## src/acs_params.svh

```systemverilog
// constants for the angle sensor command/status register bank
// assumes a 50 MHz core clock and a decoded single-wire link transaction port
// Function
// key write in entry window enters command mode
// master writes key command then data early
// diagnostic_present shows live condition, ignores suppress
// diagnostic_suppress writable, cleared at reset
// undervoltage_flag set on low supply
// pump_clock_enable read/write, reset zero
// single-bit flag sticky until reset
// double_bit_flag sticky until reset
// field_loss_flag sticky, diag needs detection enable
// checksum checked at start-up, flag on mismatch
// write enable write-only, reset zero
// command mode reads all, writes customer only
// writes to reserved memory silently dropped
// accepted write starts programming cycle timer
// master avoids memory during programming
// master sets both enables before storing
// master reads words 8..15 for checksum
// crc x8+x2+x+1, preset FF, MSB first
// region 100 selects registers, bit0 read
// command mode disables analog output
// reserved bits read zero, writes ignored
`ifndef ACS_PARAMS_SVH
`define ACS_PARAMS_SVH

`define ACS_CLK_MHZ        50
`define ACS_REGION_REG     3'h4
`define ACS_REGION_NVM     3'h0
`define ACS_ADDR_CTRL      4'h1
`define ACS_ADDR_KEY       4'hA
`define ACS_ADDR_WCTL      4'hB
`define ACS_KEY_VALUE      16'h16F4
`define ACS_CUST_FIRST     4'h8
`define ACS_CUST_LAST      4'hF
`define ACS_CRC_INIT       8'hFF
`define ACS_CRC_POLY_LOW   8'h07
`define ACS_CRC_GOOD       8'h00
`define ACS_BIT_DIAG       15
`define ACS_BIT_SUPPRESS   14
`define ACS_BIT_UNDERV     12
`define ACS_BIT_PUMP       11
`define ACS_BIT_SINGLE     8
`define ACS_BIT_DOUBLE     7
`define ACS_BIT_FIELD      6
`define ACS_BIT_CRC        4
`define ACS_BIT_WREN       11
`define ACS_ENTRY_TIME_US  1000
`define ACS_PROG_TIME_US   10000

`endif

```

## src/acs_pkg.sv

```systemverilog
// types shared by the angle sensor register bank
// assumes acs_params.svh supplies the numeric constants
package acs_pkg;
    // start-up mode sequence
    typedef enum logic [1:0] {MODE_WAIT, MODE_CMD, MODE_NORMAL} acs_mode_t;
    // power-on checksum scan
    typedef enum logic [1:0] {SCAN_ISSUE, SCAN_WAIT, SCAN_DONE} acs_scan_t;
    typedef logic [15:0] acs_word_t;
endpackage : acs_pkg

```

## src/acs_cmd_status_regs.sv

```systemverilog
// command-mode control and status registers of one sensor channel
// assumes link framing/bit timing is decoded outside into cmd/data strobes,
// and a memory port answering reads with a one-cycle-or-later rvalid
`include "acs_params.svh"

module acs_cmd_status_regs #(
    parameter int ENTRY_TIME_US = `ACS_ENTRY_TIME_US,
    parameter int PROG_TIME_US  = `ACS_PROG_TIME_US
) (
    // clock and reset
    input  wire logic            ref_clk,
    input  wire logic            rst,
    // decoded link transactions
    input  wire logic            cmd_valid,
    input  wire logic [7:0]      cmd_byte,
    input  wire acs_pkg::acs_word_t cmd_wdata,
    output logic                 rsp_valid,
    output acs_pkg::acs_word_t   rsp_data,
    // sensor conditions
    input  wire logic            undervoltage_in,
    input  wire logic            field_loss_in,
    input  wire logic            field_loss_detect_en,
    // non-volatile memory port
    output logic                 mem_rd,
    output logic                 mem_wr,
    output logic [3:0]           mem_addr,
    output acs_pkg::acs_word_t   mem_wdata,
    input  wire logic            mem_rvalid,
    input  wire acs_pkg::acs_word_t mem_rdata,
    input  wire logic            mem_single_err,
    input  wire logic            mem_double_err,
    // mode and status outputs
    output logic                 command_mode,
    output logic                 analog_out_enable,
    output logic                 diag_output_active,
    output logic                 prog_busy,
    output logic                 pump_clock_enable,
    output logic                 memory_write_enable
);
    import acs_pkg::*;

    // time figures turned into cycles; window is a longest time, so rounds down
    localparam int ENTRY_CYCLES = ENTRY_TIME_US * `ACS_CLK_MHZ;
    localparam int PROG_CYCLES  = PROG_TIME_US * `ACS_CLK_MHZ;

    acs_mode_t   mode;               // start-up mode
    acs_scan_t   scan;               // checksum scan state
    logic [31:0] entry_cnt;          // cycles since reset, held once the wait mode ends
    logic [31:0] prog_cnt;           // programming cycles left
    logic [3:0]  scan_addr;          // next word of the scan
    logic [7:0]  crc;                // running checksum
    logic        diagnostic_suppress;
    logic        undervoltage_flag;
    logic        single_bit_flag;
    logic        double_bit_flag;
    logic        field_loss_flag;
    logic        crc_bad;
    logic        diagnostic_present;
    logic        link_rd_pend;       // link read waiting on memory
    logic        is_reg;             // command selects register region
    logic        is_nvm;             // command selects memory region
    logic        is_read;
    logic [3:0]  cmd_addr;
    logic        take;               // command honoured in current mode
    acs_word_t   status_and_control; // read view of the status word
    acs_word_t   memory_write_control;
    logic        key_ok;

    // one checksum step per 16-bit word, msb first
    function automatic logic [7:0] crc_word(input logic [7:0] c, input acs_word_t d);
        logic [7:0] r;
        logic       fb;
        r = c;
        for (int i = 15; i >= 0; i--)
        begin
            fb = r[7];
            r  = {r[6:0], d[i]} ^ (fb ? `ACS_CRC_POLY_LOW : 8'h00);
        end
        return r;
    endfunction : crc_word

    // command byte fields
    assign is_reg   = cmd_byte[7:5] == `ACS_REGION_REG;
    assign is_nvm   = cmd_byte[7:5] == `ACS_REGION_NVM;
    assign is_read  = cmd_byte[0];
    assign cmd_addr = cmd_byte[4:1];
    // key write may also come while the part sits in diagnostic mode
    assign key_ok   = cmd_valid && is_reg && !is_read && cmd_addr == `ACS_ADDR_KEY
                      && cmd_wdata == `ACS_KEY_VALUE;
    // outside command mode nothing but the key is understood
    assign take     = cmd_valid && mode == MODE_CMD;

    // live diagnostic condition, suppress does not mask it
    assign diagnostic_present = (field_loss_in && field_loss_detect_en)
                                || double_bit_flag || crc_bad || undervoltage_flag;
    assign diag_output_active = diagnostic_present && !diagnostic_suppress;
    assign analog_out_enable  = mode != MODE_CMD;
    assign command_mode       = mode == MODE_CMD;
    assign prog_busy          = prog_cnt != 32'h0;

    // readable words; reserved and write-only bits read zero
    always_comb
    begin
        status_and_control = 16'h0000;
        status_and_control[`ACS_BIT_DIAG]   = diagnostic_present;
        status_and_control[`ACS_BIT_UNDERV] = undervoltage_flag;
        status_and_control[`ACS_BIT_PUMP]   = pump_clock_enable;
        status_and_control[`ACS_BIT_SINGLE] = single_bit_flag;
        status_and_control[`ACS_BIT_DOUBLE] = double_bit_flag;
        status_and_control[`ACS_BIT_FIELD]  = field_loss_flag;
        status_and_control[`ACS_BIT_CRC]    = crc_bad;
        memory_write_control = 16'h0000;
    end

    // entry window and mode sequence
    always_ff @(posedge ref_clk)
    begin
        if (rst)
        begin
            mode      <= MODE_WAIT;
            entry_cnt <= 32'h0;
        end
        else
        begin
            case (mode)
                MODE_WAIT:
                begin
                    entry_cnt <= entry_cnt + 32'h1;
                    if (key_ok)
                        mode <= MODE_CMD;
                    else if (entry_cnt >= 32'(ENTRY_CYCLES - 1))
                        mode <= MODE_NORMAL;
                end
                MODE_NORMAL:
                    // a part stuck in diagnostic mode still accepts the key
                    if (key_ok && diagnostic_present)
                        mode <= MODE_CMD;
                MODE_CMD:
                    mode <= MODE_CMD;
                default:
                    mode <= MODE_WAIT;
            endcase
        end
    end

    // control bits written over the link
    always_ff @(posedge ref_clk)
    begin
        if (rst)
        begin
            diagnostic_suppress <= 1'b0;
            pump_clock_enable   <= 1'b0;
            memory_write_enable <= 1'b0;
        end
        else if (take && is_reg && !is_read)
        begin
            // reserved bits of the written word are dropped
            if (cmd_addr == `ACS_ADDR_CTRL)
            begin
                diagnostic_suppress <= cmd_wdata[`ACS_BIT_SUPPRESS];
                pump_clock_enable   <= cmd_wdata[`ACS_BIT_PUMP];
            end
            if (cmd_addr == `ACS_ADDR_WCTL)
                memory_write_enable <= cmd_wdata[`ACS_BIT_WREN];
        end
    end

    // sticky diagnostic flags; only reset clears them
    always_ff @(posedge ref_clk)
    begin
        if (rst)
        begin
            undervoltage_flag <= 1'b0;
            single_bit_flag   <= 1'b0;
            double_bit_flag   <= 1'b0;
            field_loss_flag   <= 1'b0;
        end
        else
        begin
            if (undervoltage_in)
                undervoltage_flag <= 1'b1;
            if (field_loss_in)
                field_loss_flag <= 1'b1;
            // every readout is checked, scan or link alike
            if (mem_rvalid && mem_single_err)
                single_bit_flag <= 1'b1;
            if (mem_rvalid && mem_double_err)
                double_bit_flag <= 1'b1;
        end
    end

    // start-up checksum scan over the customer words
    always_ff @(posedge ref_clk)
    begin
        if (rst)
        begin
            scan      <= SCAN_ISSUE;
            scan_addr <= `ACS_CUST_FIRST;
            crc       <= `ACS_CRC_INIT;
            crc_bad   <= 1'b0;
        end
        else
        begin
            case (scan)
                SCAN_ISSUE:
                    scan <= SCAN_WAIT;
                SCAN_WAIT:
                    if (mem_rvalid)
                    begin
                        crc <= crc_word(crc, mem_rdata);
                        if (scan_addr == `ACS_CUST_LAST)
                        begin
                            scan    <= SCAN_DONE;
                            // stored checksum folded in must leave zero
                            crc_bad <= crc_word(crc, mem_rdata) != `ACS_CRC_GOOD;
                        end
                        else
                        begin
                            scan      <= SCAN_ISSUE;
                            scan_addr <= scan_addr + 4'h1;
                        end
                    end
                SCAN_DONE:
                    scan <= SCAN_DONE;
                default:
                    scan <= SCAN_DONE;
            endcase
        end
    end

    // memory port: scan reads, link reads and accepted link writes
    always_ff @(posedge ref_clk)
    begin
        if (rst)
        begin
            mem_rd    <= 1'b0;
            mem_wr    <= 1'b0;
            mem_addr  <= 4'h0;
            mem_wdata <= 16'h0000;
        end
        else
        begin
            mem_rd <= 1'b0;
            mem_wr <= 1'b0;
            if (scan == SCAN_ISSUE)
            begin
                mem_rd   <= 1'b1;
                mem_addr <= scan_addr;
            end
            else if (take && is_nvm && is_read)
            begin
                mem_rd   <= 1'b1;
                mem_addr <= cmd_addr;
            end
            // lower half is calibration space, writes there vanish
            else if (take && is_nvm && !is_read && cmd_addr >= `ACS_CUST_FIRST)
            begin
                mem_wr    <= 1'b1;
                mem_addr  <= cmd_addr;
                mem_wdata <= cmd_wdata;
            end
        end
    end

    // programming timer; no lockout, the master must wait it out
    always_ff @(posedge ref_clk)
    begin
        if (rst)
            prog_cnt <= 32'h0;
        else if (mem_wr)
            prog_cnt <= 32'(PROG_CYCLES);
        else if (prog_cnt != 32'h0)
            prog_cnt <= prog_cnt - 32'h1;
    end

    // link answers: register reads next cycle, memory reads on rvalid
    always_ff @(posedge ref_clk)
    begin
        if (rst)
        begin
            rsp_valid    <= 1'b0;
            rsp_data     <= 16'h0000;
            link_rd_pend <= 1'b0;
        end
        else
        begin
            rsp_valid <= 1'b0;
            if (take && is_nvm && is_read)
                link_rd_pend <= 1'b1;
            else if (link_rd_pend && mem_rvalid)
            begin
                link_rd_pend <= 1'b0;
                rsp_valid    <= 1'b1;
                rsp_data     <= mem_rdata;
            end
            if (take && is_reg && is_read)
            begin
                rsp_valid <= 1'b1;
                rsp_data  <= (cmd_addr == `ACS_ADDR_CTRL) ? status_and_control :
                             (cmd_addr == `ACS_ADDR_WCTL) ? memory_write_control :
                             16'h0000;
            end
        end
    end

endmodule : acs_cmd_status_regs

```

## config.mk

```make
export PLATFORM = sky130hd
export DESIGN_NAME = acs_cmd_status_regs
export DESIGN_NICKNAME = d
export VERILOG_FILES = /design/src/acs_pkg.sv /design/src/acs_cmd_status_regs.sv
export VERILOG_INCLUDE_DIRS = /design/src /design/src/src
export SDC_FILE = /design/constraint.sdc
export NUM_CORES = 1
export LEC_CHECK = 0
export BUFFER_PORTS_ARGS = -buffer_cell sky130_fd_sc_hd__buf_2
export CAP_MARGIN = 20
export CORE_ASPECT_RATIO = 0.7
export CORE_MARGIN = 2
export CORE_UTILIZATION = 45
export CTS_BUF_LIST = sky130_fd_sc_hd__clkbuf_2 sky130_fd_sc_hd__clkbuf_4 sky130_fd_sc_hd__clkbuf_8
export DETAILED_ROUTE_END_ITERATION = 10
export GPL_TIMING_DRIVEN = 0
export PLACE_DENSITY = 0.66
export SYNTH_ARGS = -nofsm -noshare
export SYNTH_HDL_FRONTEND = slang
export SYNTH_SLANG_ARGS = --single-unit
```

## constraint.sdc

```tcl
create_clock -name ref_clk -period 5.5 [get_ports ref_clk]
set_clock_uncertainty 0.15 [all_clocks]
set_input_delay 0.55 -clock ref_clk [delete_from_list [all_inputs] [get_ports ref_clk]]
set_output_delay 0.55 -clock ref_clk [all_outputs]
set_load 0.03 [all_outputs]
```

* After elaboration in Yosys (flattened, before gate mapping)
Cells that the tools add are included.
** Storage, ports and cells
- Flip-flop bits (word level) :: 128
- Logic and storage cells :: 142
** Operators by class
- $add $sub $neg :: 3
- Magnitude comparators :: 2
- Eq/ne operators :: 14
- Muxes and demuxes :: 40
- Bitwise gates (word level) :: 19
- Reductions and logical operators :: 42
** Operators by type and width (count)
- 8-bit by 3-bit bitwise XOR with 8-bit output :: 16
- 16-bit 2-to-1 mux :: 4
- 3-bit 2-to-1 mux :: 16
- 19-bit 2-to-1 mux :: 2
- 32-bit by 1-bit adder with 32-bit output, second input constant :: 1
- 32-bit by 16-bit greater-or-equal comparator with 1-bit output, second input constant :: 1
- 32-bit nonzero test :: 1
- 32-bit by 1-bit subtractor with 32-bit output, second input constant :: 1
- 1-bit logical AND :: 18
- 16-bit by 13-bit == test with 1-bit output, second input constant :: 1
- 4-bit == test, second input constant :: 3
- 4-bit 2-to-1 mux :: 3
- 2-bit 2-to-1 mux :: 5
- 2-bit AND reduction :: 5
- 3-bit AND reduction :: 3
- 1-bit 2-to-1 mux :: 8
- 8-bit nonzero test :: 1
- 2-bit case mux with 3 select lines :: 1
- 2-bit nonzero test :: 3
- 4-bit by 1-bit adder with 4-bit output, second input constant :: 1
- 2-bit by 1-bit == test with 1-bit output, second input constant :: 2
- 4-bit by 1-bit == test with 1-bit output, second input constant :: 1
- 4-bit greater-or-equal comparator, second input constant :: 1
- 2-bit logical NOT :: 2
- other kinds (13) :: 20

* Depth between registers and ports, before layout
Gate-level depths: netlist of the first run.
- Depth in word-level cells :: 33
- Depth in mapped cells :: 10

* Worst setup path before layout of the first run
OpenSTA, ideal clock, no wires.
- Path kind :: register to output
- From :: reg prog_cnt[0]
- To :: out prog_busy
- Arrival time :: 1.669 ns
- Required time :: 4.800 ns
- Path slack :: 3.131 ns
- Cell stages (with the launch flop) :: 8
- Path buffers :: 1
- Cells stage by stage :: dfxtp_1 -> inv_1 -> ha_1 -> nor3b_2 -> and2_1 -> nand3_4 -> or2_0 -> buf_2
** Between the ends
- Word-level cells in the longest chain between the ends :: 1
** RTL lines
- start, declared :: line acs_cmd_status_regs.sv:49 : logic [31:0] prog_cnt;
- start signal, assigned :: line acs_cmd_status_regs.sv:271 : prog_cnt <= 32'(PROG_CYCLES);
- start signal, assigned :: line acs_cmd_status_regs.sv:273 : prog_cnt <= prog_cnt - 32'h1;
- 32-bit nonzero test :: line acs_cmd_status_regs.sv:99 : assign prog_busy = prog_cnt != 32'h0;
- end, declared :: line acs_cmd_status_regs.sv:36 : output logic prog_busy,
No other way between the ends.

* Worst setup path in the final report of the first run
Ends and elaborated chain as after synthesis.

==> impl_metrics.yaml, run 1 <==
setup_path:
  path_cells: "inv_1, ha_1, nor3b_2, and2_1, nand3_4, or2_0, buf_2, buf_2"
  crit_arrival_ns: 2.55
  worstPathRequired_ns: 4.80
  cp_max_fo: 9
  crit_top_cell: "buf_2"
  max_stage_delay_ns: 0.40
  end_kind: "output port"
  slowest_stage: "nor3b_2"
  crit_type: "reg -> out"
  start_kind: "flip-flop"
synthesis:
  seq_area_frac_synth: 0.424
  synthTopCellsByCount: "128 x dfxtp_1, 97 x nor2_1, 65 x nand2_1"
  yosysTopAreaCell: "dfxtp_1"
  synth_area_leaders: "dfxtp_1 42%, xor2_1 7.2%, nor2_1 6.0%"
  async_flop_share: 0
  avgSynthCellArea_um2: 8.82
  yosys_register_bits: 128
  synth.most_common_cell: "dfxtp_1"
  synth-edff-count: 0
  syn_area_mm2: 0.00604
  syn-num-nets: 741
  synthCells: 685
  yosys_warnings: 0
  yosysUniqueCellTypes: 59
  netlist.area_leader.share: 0.424
  synth_flop_cell: "dfxtp_1"
final_layout:
  final_area_mm2: 0.00714
  final_layout_size_suffix_gt1_frac: 0.183
  final_nets: 852
  antenna_cells: 0
  area_growth_syn_to_layout_pct: 18.2
global_route:
  grt_usage: 0.213
  grt_max_degree: 17
  grt_pass1_wl_mm: 24.4
  grt_overflow: 0
  antenna_found_initial: 0
  grt_pass1_vias: 5038
timing:
  fmax_ghz: 0.308
  rsz0062_at_grt: "no"
  period_share: 0.591
  worst_pin_slew_ns: 0.911
  slew_headroom: 0.387
  fin_setup_tns_ns: 0
  slew_violations: 0
  holdWs_ns: 0.160
  setup_viol: 0
  fin_crit_ns: 3.25
  layout_setup_ws_ns: 2.25
  hold_viol: 0
detailed_routing:
  vias: 5228
  routedWlPerCell_um: 15.1
  drtPass1Iterations: 4
  wl_mm: 14.7
  via_per_inst: 5.36
  ant_nets: 0
  drc: 0
  drt_iter0_markers: 252
floorplanning:
  chipHeight_um: 101
  design.portCount: 94
  rows: 35
  die_area_mm2: 0.0144
  initial_core_util: 0.460
  die_w_um: 142
  core_mm2: 0.0131
clock_network:
  cts_resized: 0
  post_cts_buffers: 0
  clk_latency_ns: 0.44
  clockBufferDepth: 2
  htreeDepth: 4
  numCtsBuffers: 17
  root_buffer: "clkbuf_8"
  path_clk_slew_ns: 0.08
  cts_tree: "yes"
  clock-sinks: 128
  hold_buffers: 0
placement:
  port_buffers: 92
  hpwl_mm: 11.1
  place.gp.congestion: 0.868
  dp_slack_ns: 2.73
  dpl-instance-area_mm2: 0.00671
pwr:
  peakVddDrop_mv: 0.237
  p_sw_frac: 0.390
  clockPowerShare: 0.262
  p_comb_frac: 0.389
  internal_power_mw: 2.05
  p_per_area_mw_per_mm2: 470
  seqPwrFrac: 0.349
  leakage_nw: 2.85
  power.switching_mw: 1.31
worst_hold_path:
  worstHoldPathType: "in -> reg"
flow_run:
  drv_cap: 0
outcome:
  outcome: "complete, no violations"
-- routing by layer --
layer,vias to the layer above,GRT usage,part of all wire
met1,2481,0.294,0.50
met4,0,0.0647,0.018
met5,-,0,0
met2,114,0.331,0.44
li1,2611,-,-
met3,22,0.0499,0.044
-- cells in the final DEF, fill, tap and decap left out, types with 10 or more instances in the layout --
cell,n
and3_1,10
nor4_1,13
nand4_1,14
inv_1,14
a21oi_1,43
xnor2_1,37
buf_2,96
nand3_1,29
clkbuf_8,18
nor2_1,97
clkbuf_1,25
o21ai_0,15
mux2i_1,27
dfxtp_1,128
nand2_1,65
xor2_1,50
-- critical path: cells and delay by family (launching register included) --
kind	cells	cell delay, ns
DFF	1	0.36
and+or+nand+nor	4	1.13
adders and majority gates	1	0.19
buffers and inverters	3	0.41
-- sequential cells by signal, summed over array words and instances (netlist names), 4 cells and up --
| signal | count |
|---|---|
| prog_cnt | 32 |
| mem_addr | 4 |
| mem_wdata | 16 |
| rsp_data | 16 |
| scan_addr | 4 |
| crc | 8 |
| entry_cnt | 32 |
-- area by class of cell --
cell class                      instances  area, µm²
Clock buffer                           19        255
Sequential cell                       128       2560
Inverter                               14       52.6
Tap cell                              166        208
Fill cell                            1207       6000
Timing Repair Buffer                   92        460
Clock inverter                         13        176
Buffer                                 30        125
Multi-Input combinational cell        513       3300
-- through the flow --
| stage | instances | util | power [mW] |
|---|---|---|---|
| after floorplan | 685 | - | 2.20 |
| after global placement | 943 | 0.511 | 2.43 |
| after detailed placement | 943 | 0.511 | 2.47 |
| after CTS | 975 | 0.544 | 3.36 |
| after global routing | 975 | 0.544 | 3.58 |
| final | 975 | 0.544 | 3.36 |
-- power by group through the flow --
stage	clock network, mW	logic, mW	registers, mW
after global routing	0.936	1.45	1.19
after CTS	0.893	1.29	1.17
after floorplan	0	1.03	1.17
after global placement	0	1.25	1.18
after detailed placement	0	1.28	1.19
final	0.879	1.30	1.17
-- logic make-up after synthesis --
kind of cell / count (synthesis) / share of synthesized area
AOI/OAI and AO/OA: 98 / 0.100
xor gates and xnor gates: 90 / 0.136
adders and majority gates: 7 / 0.0145
buffers and inverters: 44 / 0.0294
DFF: 128 / 0.424
muxes: 27 / 0.0447
and+or+nand+nor: 291 / 0.251
-- worst paths after layout --
kind / startpoint / cells past startpoint / end / slack, ns
setup / recovery: prog_cnt[0] / 8 / prog_busy / 2.25
hold / removal: undervoltage_in / 3 / undervoltage_flag / 0.16
setup reg to reg: mode[0] / 10 / entry_cnt[26] / 2.84
hold reg to reg: rsp_data[10] / 2 / rsp_data[10] / 0.31
Note: power is estimated with default switching activity, not from simulation.
==> inputs of run 2 (changes only) <==
--- a/config.mk
+++ b/config.mk
@@ -6,6 +6,7 @@
 export SDC_FILE = /design/constraint.sdc
 export NUM_CORES = 1
 export LEC_CHECK = 0
+export ABC_AREA = 1
 export BUFFER_PORTS_ARGS = -buffer_cell sky130_fd_sc_hd__buf_2
 export CAP_MARGIN = 20
 export CORE_ASPECT_RATIO = 0.7
@@ -14,7 +15,6 @@
 export CTS_BUF_LIST = sky130_fd_sc_hd__clkbuf_2 sky130_fd_sc_hd__clkbuf_4 sky130_fd_sc_hd__clkbuf_8
 export DETAILED_ROUTE_END_ITERATION = 10
 export GPL_TIMING_DRIVEN = 0
-export PLACE_DENSITY = 0.66
 export SYNTH_ARGS = -nofsm -noshare
 export SYNTH_HDL_FRONTEND = slang
 export SYNTH_SLANG_ARGS = --single-unit
==> constraint.sdc (replaced) <==
create_clock -name ref_clk -period 3.2 [get_ports ref_clk]
set_clock_uncertainty 0.15 [all_clocks]
set_input_delay 0.32 -clock ref_clk [delete_from_list [all_inputs] [get_ports ref_clk]]
set_output_delay 0.32 -clock ref_clk [all_outputs]
set_load 0.03 [all_outputs]
==> impl_metrics.yaml, run 2 <==
outcome:
  outcome: "complete, no violations"
synthesis:
  synth_flop_cell: "dfxtp_1"
  synth.most_common_cell: "nand2_1"
  yosysTopAreaCell: "dfxtp_1"
  yosys_warnings: 0
  synth_area_leaders: "dfxtp_1 37%, nand2_1 13%, nor2_1 7.3%"
  synthTopCellsByCount: "239 x nand2_1, 133 x nor2_1, 128 x dfxtp_1"
  seq_area_frac_synth: 0.373
  yosys_register_bits: 128
  synthCells: 1020
  synth-edff-count: 0
  async_flop_share: 0
  yosysUniqueCellTypes: 50
  syn-num-nets: 1076
  syn_area_mm2: 0.00688
  netlist.area_leader.share: 0.373
  avgSynthCellArea_um2: 6.74
detailed_routing:
  drtPass1Iterations: 4
  ant_nets: 0
  drt_iter0_markers: 366
  drc: 0
  via_per_inst: 5.02
  wl_mm: 18.4
  vias: 6752
  routedWlPerCell_um: 13.7
floorplanning:
  die_w_um: 152
  core_mm2: 0.0148
  die_area_mm2: 0.0163
  chipHeight_um: 107
  initial_core_util: 0.464
  rows: 37
  design.portCount: 94
worst_hold_path:
  holdPathStages: 3
  worstHoldStart: "mem_rdata[10]"
  worstHoldPathType: "in -> reg"
  worstHoldEndpoint: "rsp_data[10]"
placement:
  port_buffers: 92
  hpwl_mm: 14.3
  place.gp.congestion: 0.899
global_route:
  antenna_found_initial: 0
  grt_max_degree: 17
  grt_usage: 0.237
  grt_overflow: 0
  grt_pass1_vias: 6160
  grt_pass1_wl_mm: 30.3
pwr:
  peakVddDrop_mv: 0.444
  p_per_area_mw_per_mm2: 782
  leakage_nw: 3.64
final_layout:
  fin_util: 0.541
  most-common-layout-cells: "239 x nand2_1, 133 x nor2_1, 128 x dfxtp_1"
  top_regs: "entry_cnt x32, prog_cnt x32"
  layout_commonest_cell: "nand2_1"
  antenna_cells: 0
  area_growth_syn_to_layout_pct: 16.6
  final_nets: 1195
  final_layout_size_suffix_gt1_frac: 0.179
  num-fill-cells: 1527
timing:
  slew_violations: 0
  worst_pin_slew_ns: 0.791
  fin_setup_tns_ns: 0
  rsz0062_at_grt: "no"
  setup_viol: 0
  hold_viol: 0
  period_share: 0.763
  holdWs_ns: 0.0219
  fin_crit_ns: 2.44
  slew_headroom: 0.469
  fmax_ghz: 0.410
setup_path:
  ff2ff_setup_slack_ns: 0.82
  rr_endpoint: "rsp_data[3]"
  cp_max_fo: 6
  crit_arrival_ns: 1.97
  start_kind: "flip-flop"
  worstPathRequired_ns: 2.73
  r2r_cells: 9
  end_kind: "output port"
  reg2reg_from: "mode[1]"
  crit_type: "reg -> out"
clock_network:
  clockBufferDepth: 2
  post_cts_buffers: 0
  cts_tree: "yes"
  clock-sinks: 128
  root_buffer: "clkbuf_8"
  htreeDepth: 4
  clk_latency_ns: 0.44
  numCtsBuffers: 17
  path_clk_slew_ns: 0.07
flow_run:
  drv_cap: 0
## run 2: cell count changes after synthesis, sizes merged, moves of 31 or more
| cell | delta |
|---|---|
| nand3 | +31 |
| inv | +117 |
| nand2 | +188 |
| xor2 | -38 |
| o21ai | +35 |
| nor2 | +53 |
| a21oi | +44 |
## run 2: per-stage QoR
stage	instances	area (µm²)	total power, mW	worst slack (ns)
floorplan	1020	6880	4.28	1.13
global placement	1307	7580	4.94	0.834
detailed placement	1307	7580	4.93	0.817
CTS	1345	8020	6.26	0.751
global route	1345	8020	6.77	0.579
finish	1345	8020	6.27	0.759
## run 2: cells by family (layout without fill, tap and decap cells)
logic type,after synthesis,after routing,share of synthesized area
buffers and inverters,156,286,0.0864
adders and majority gates,7,7,0.0127
DFF,128,128,0.373
xor gates and xnor gates,25,25,0.0318
and+or+nand+nor,535,535,0.358
AOI/OAI and AO/OA,169,169,0.138
## run 2: cell type report
cell class | count | area, µm² | area share
Multi-Input combinational cell | 736 | 3720 | 0.464
Buffer | 23 | 93.8 | 0.0117
Sequential cell | 128 | 2560 | 0.319
Clock inverter | 12 | 111 | 0.0139
Timing Repair Buffer | 100 | 541 | 0.0674
Clock buffer | 18 | 248 | 0.0309
Tap cell | 195 | 244 | 0.0304
Inverter | 133 | 500 | 0.0624
## run 2: timing repair
| action | in CTS | in global routing |
|---|---|---|
| endpoints found under the setup margin | 0 | 0 |
| hold buffers | 8 | 0 |
| hold endpoints to repair | 8 | 0 |
| resized for setup | 0 | 0 |
## run 2: per-layer routing
layer,part of all wire,global-route usage,up-vias,wire length (µm)
li1,-,-,3554,-
met1,0.54,0.361,3021,9900
met2,0.40,0.343,155,7380
met3,0.052,0.0436,22,962
met4,0.011,0.0589,0,194
met5,0,0,-,0
## run 2: worst max-delay path by stage
stage | start | endpoint | slack (ns)
6_report | prog_cnt[6] | prog_busy | 0.76
5_1_grt | mode[1] | rsp_data[0] | 0.58
4_1_cts | prog_cnt[6] | prog_busy | 0.75
3_5_place_dp | mode[1] | rsp_data[3] | 0.82
3_3_place_gp | mode[1] | rsp_data[14] | 0.83
2_1_floorplan | mode[1] | rsp_data[8] | 1.13
## run 2: power by group
group / internal [mW] / switching (mW)
registers: 1.84 / 0.235
clock network: 0.628 / 0.676
logic: 0.958 / 1.94
## run 2: critical path, cell delays in order (launching register included)
cell and delay (ns):
dfxtp_1 0.35, nor2_2 0.21, inv_2 0.08, nor2_2 0.14, inv_2 0.07, nor2_4 0.10, nand2_1 0.09, nor2_4 0.17
inv_2 0.11, buf_2 0.19
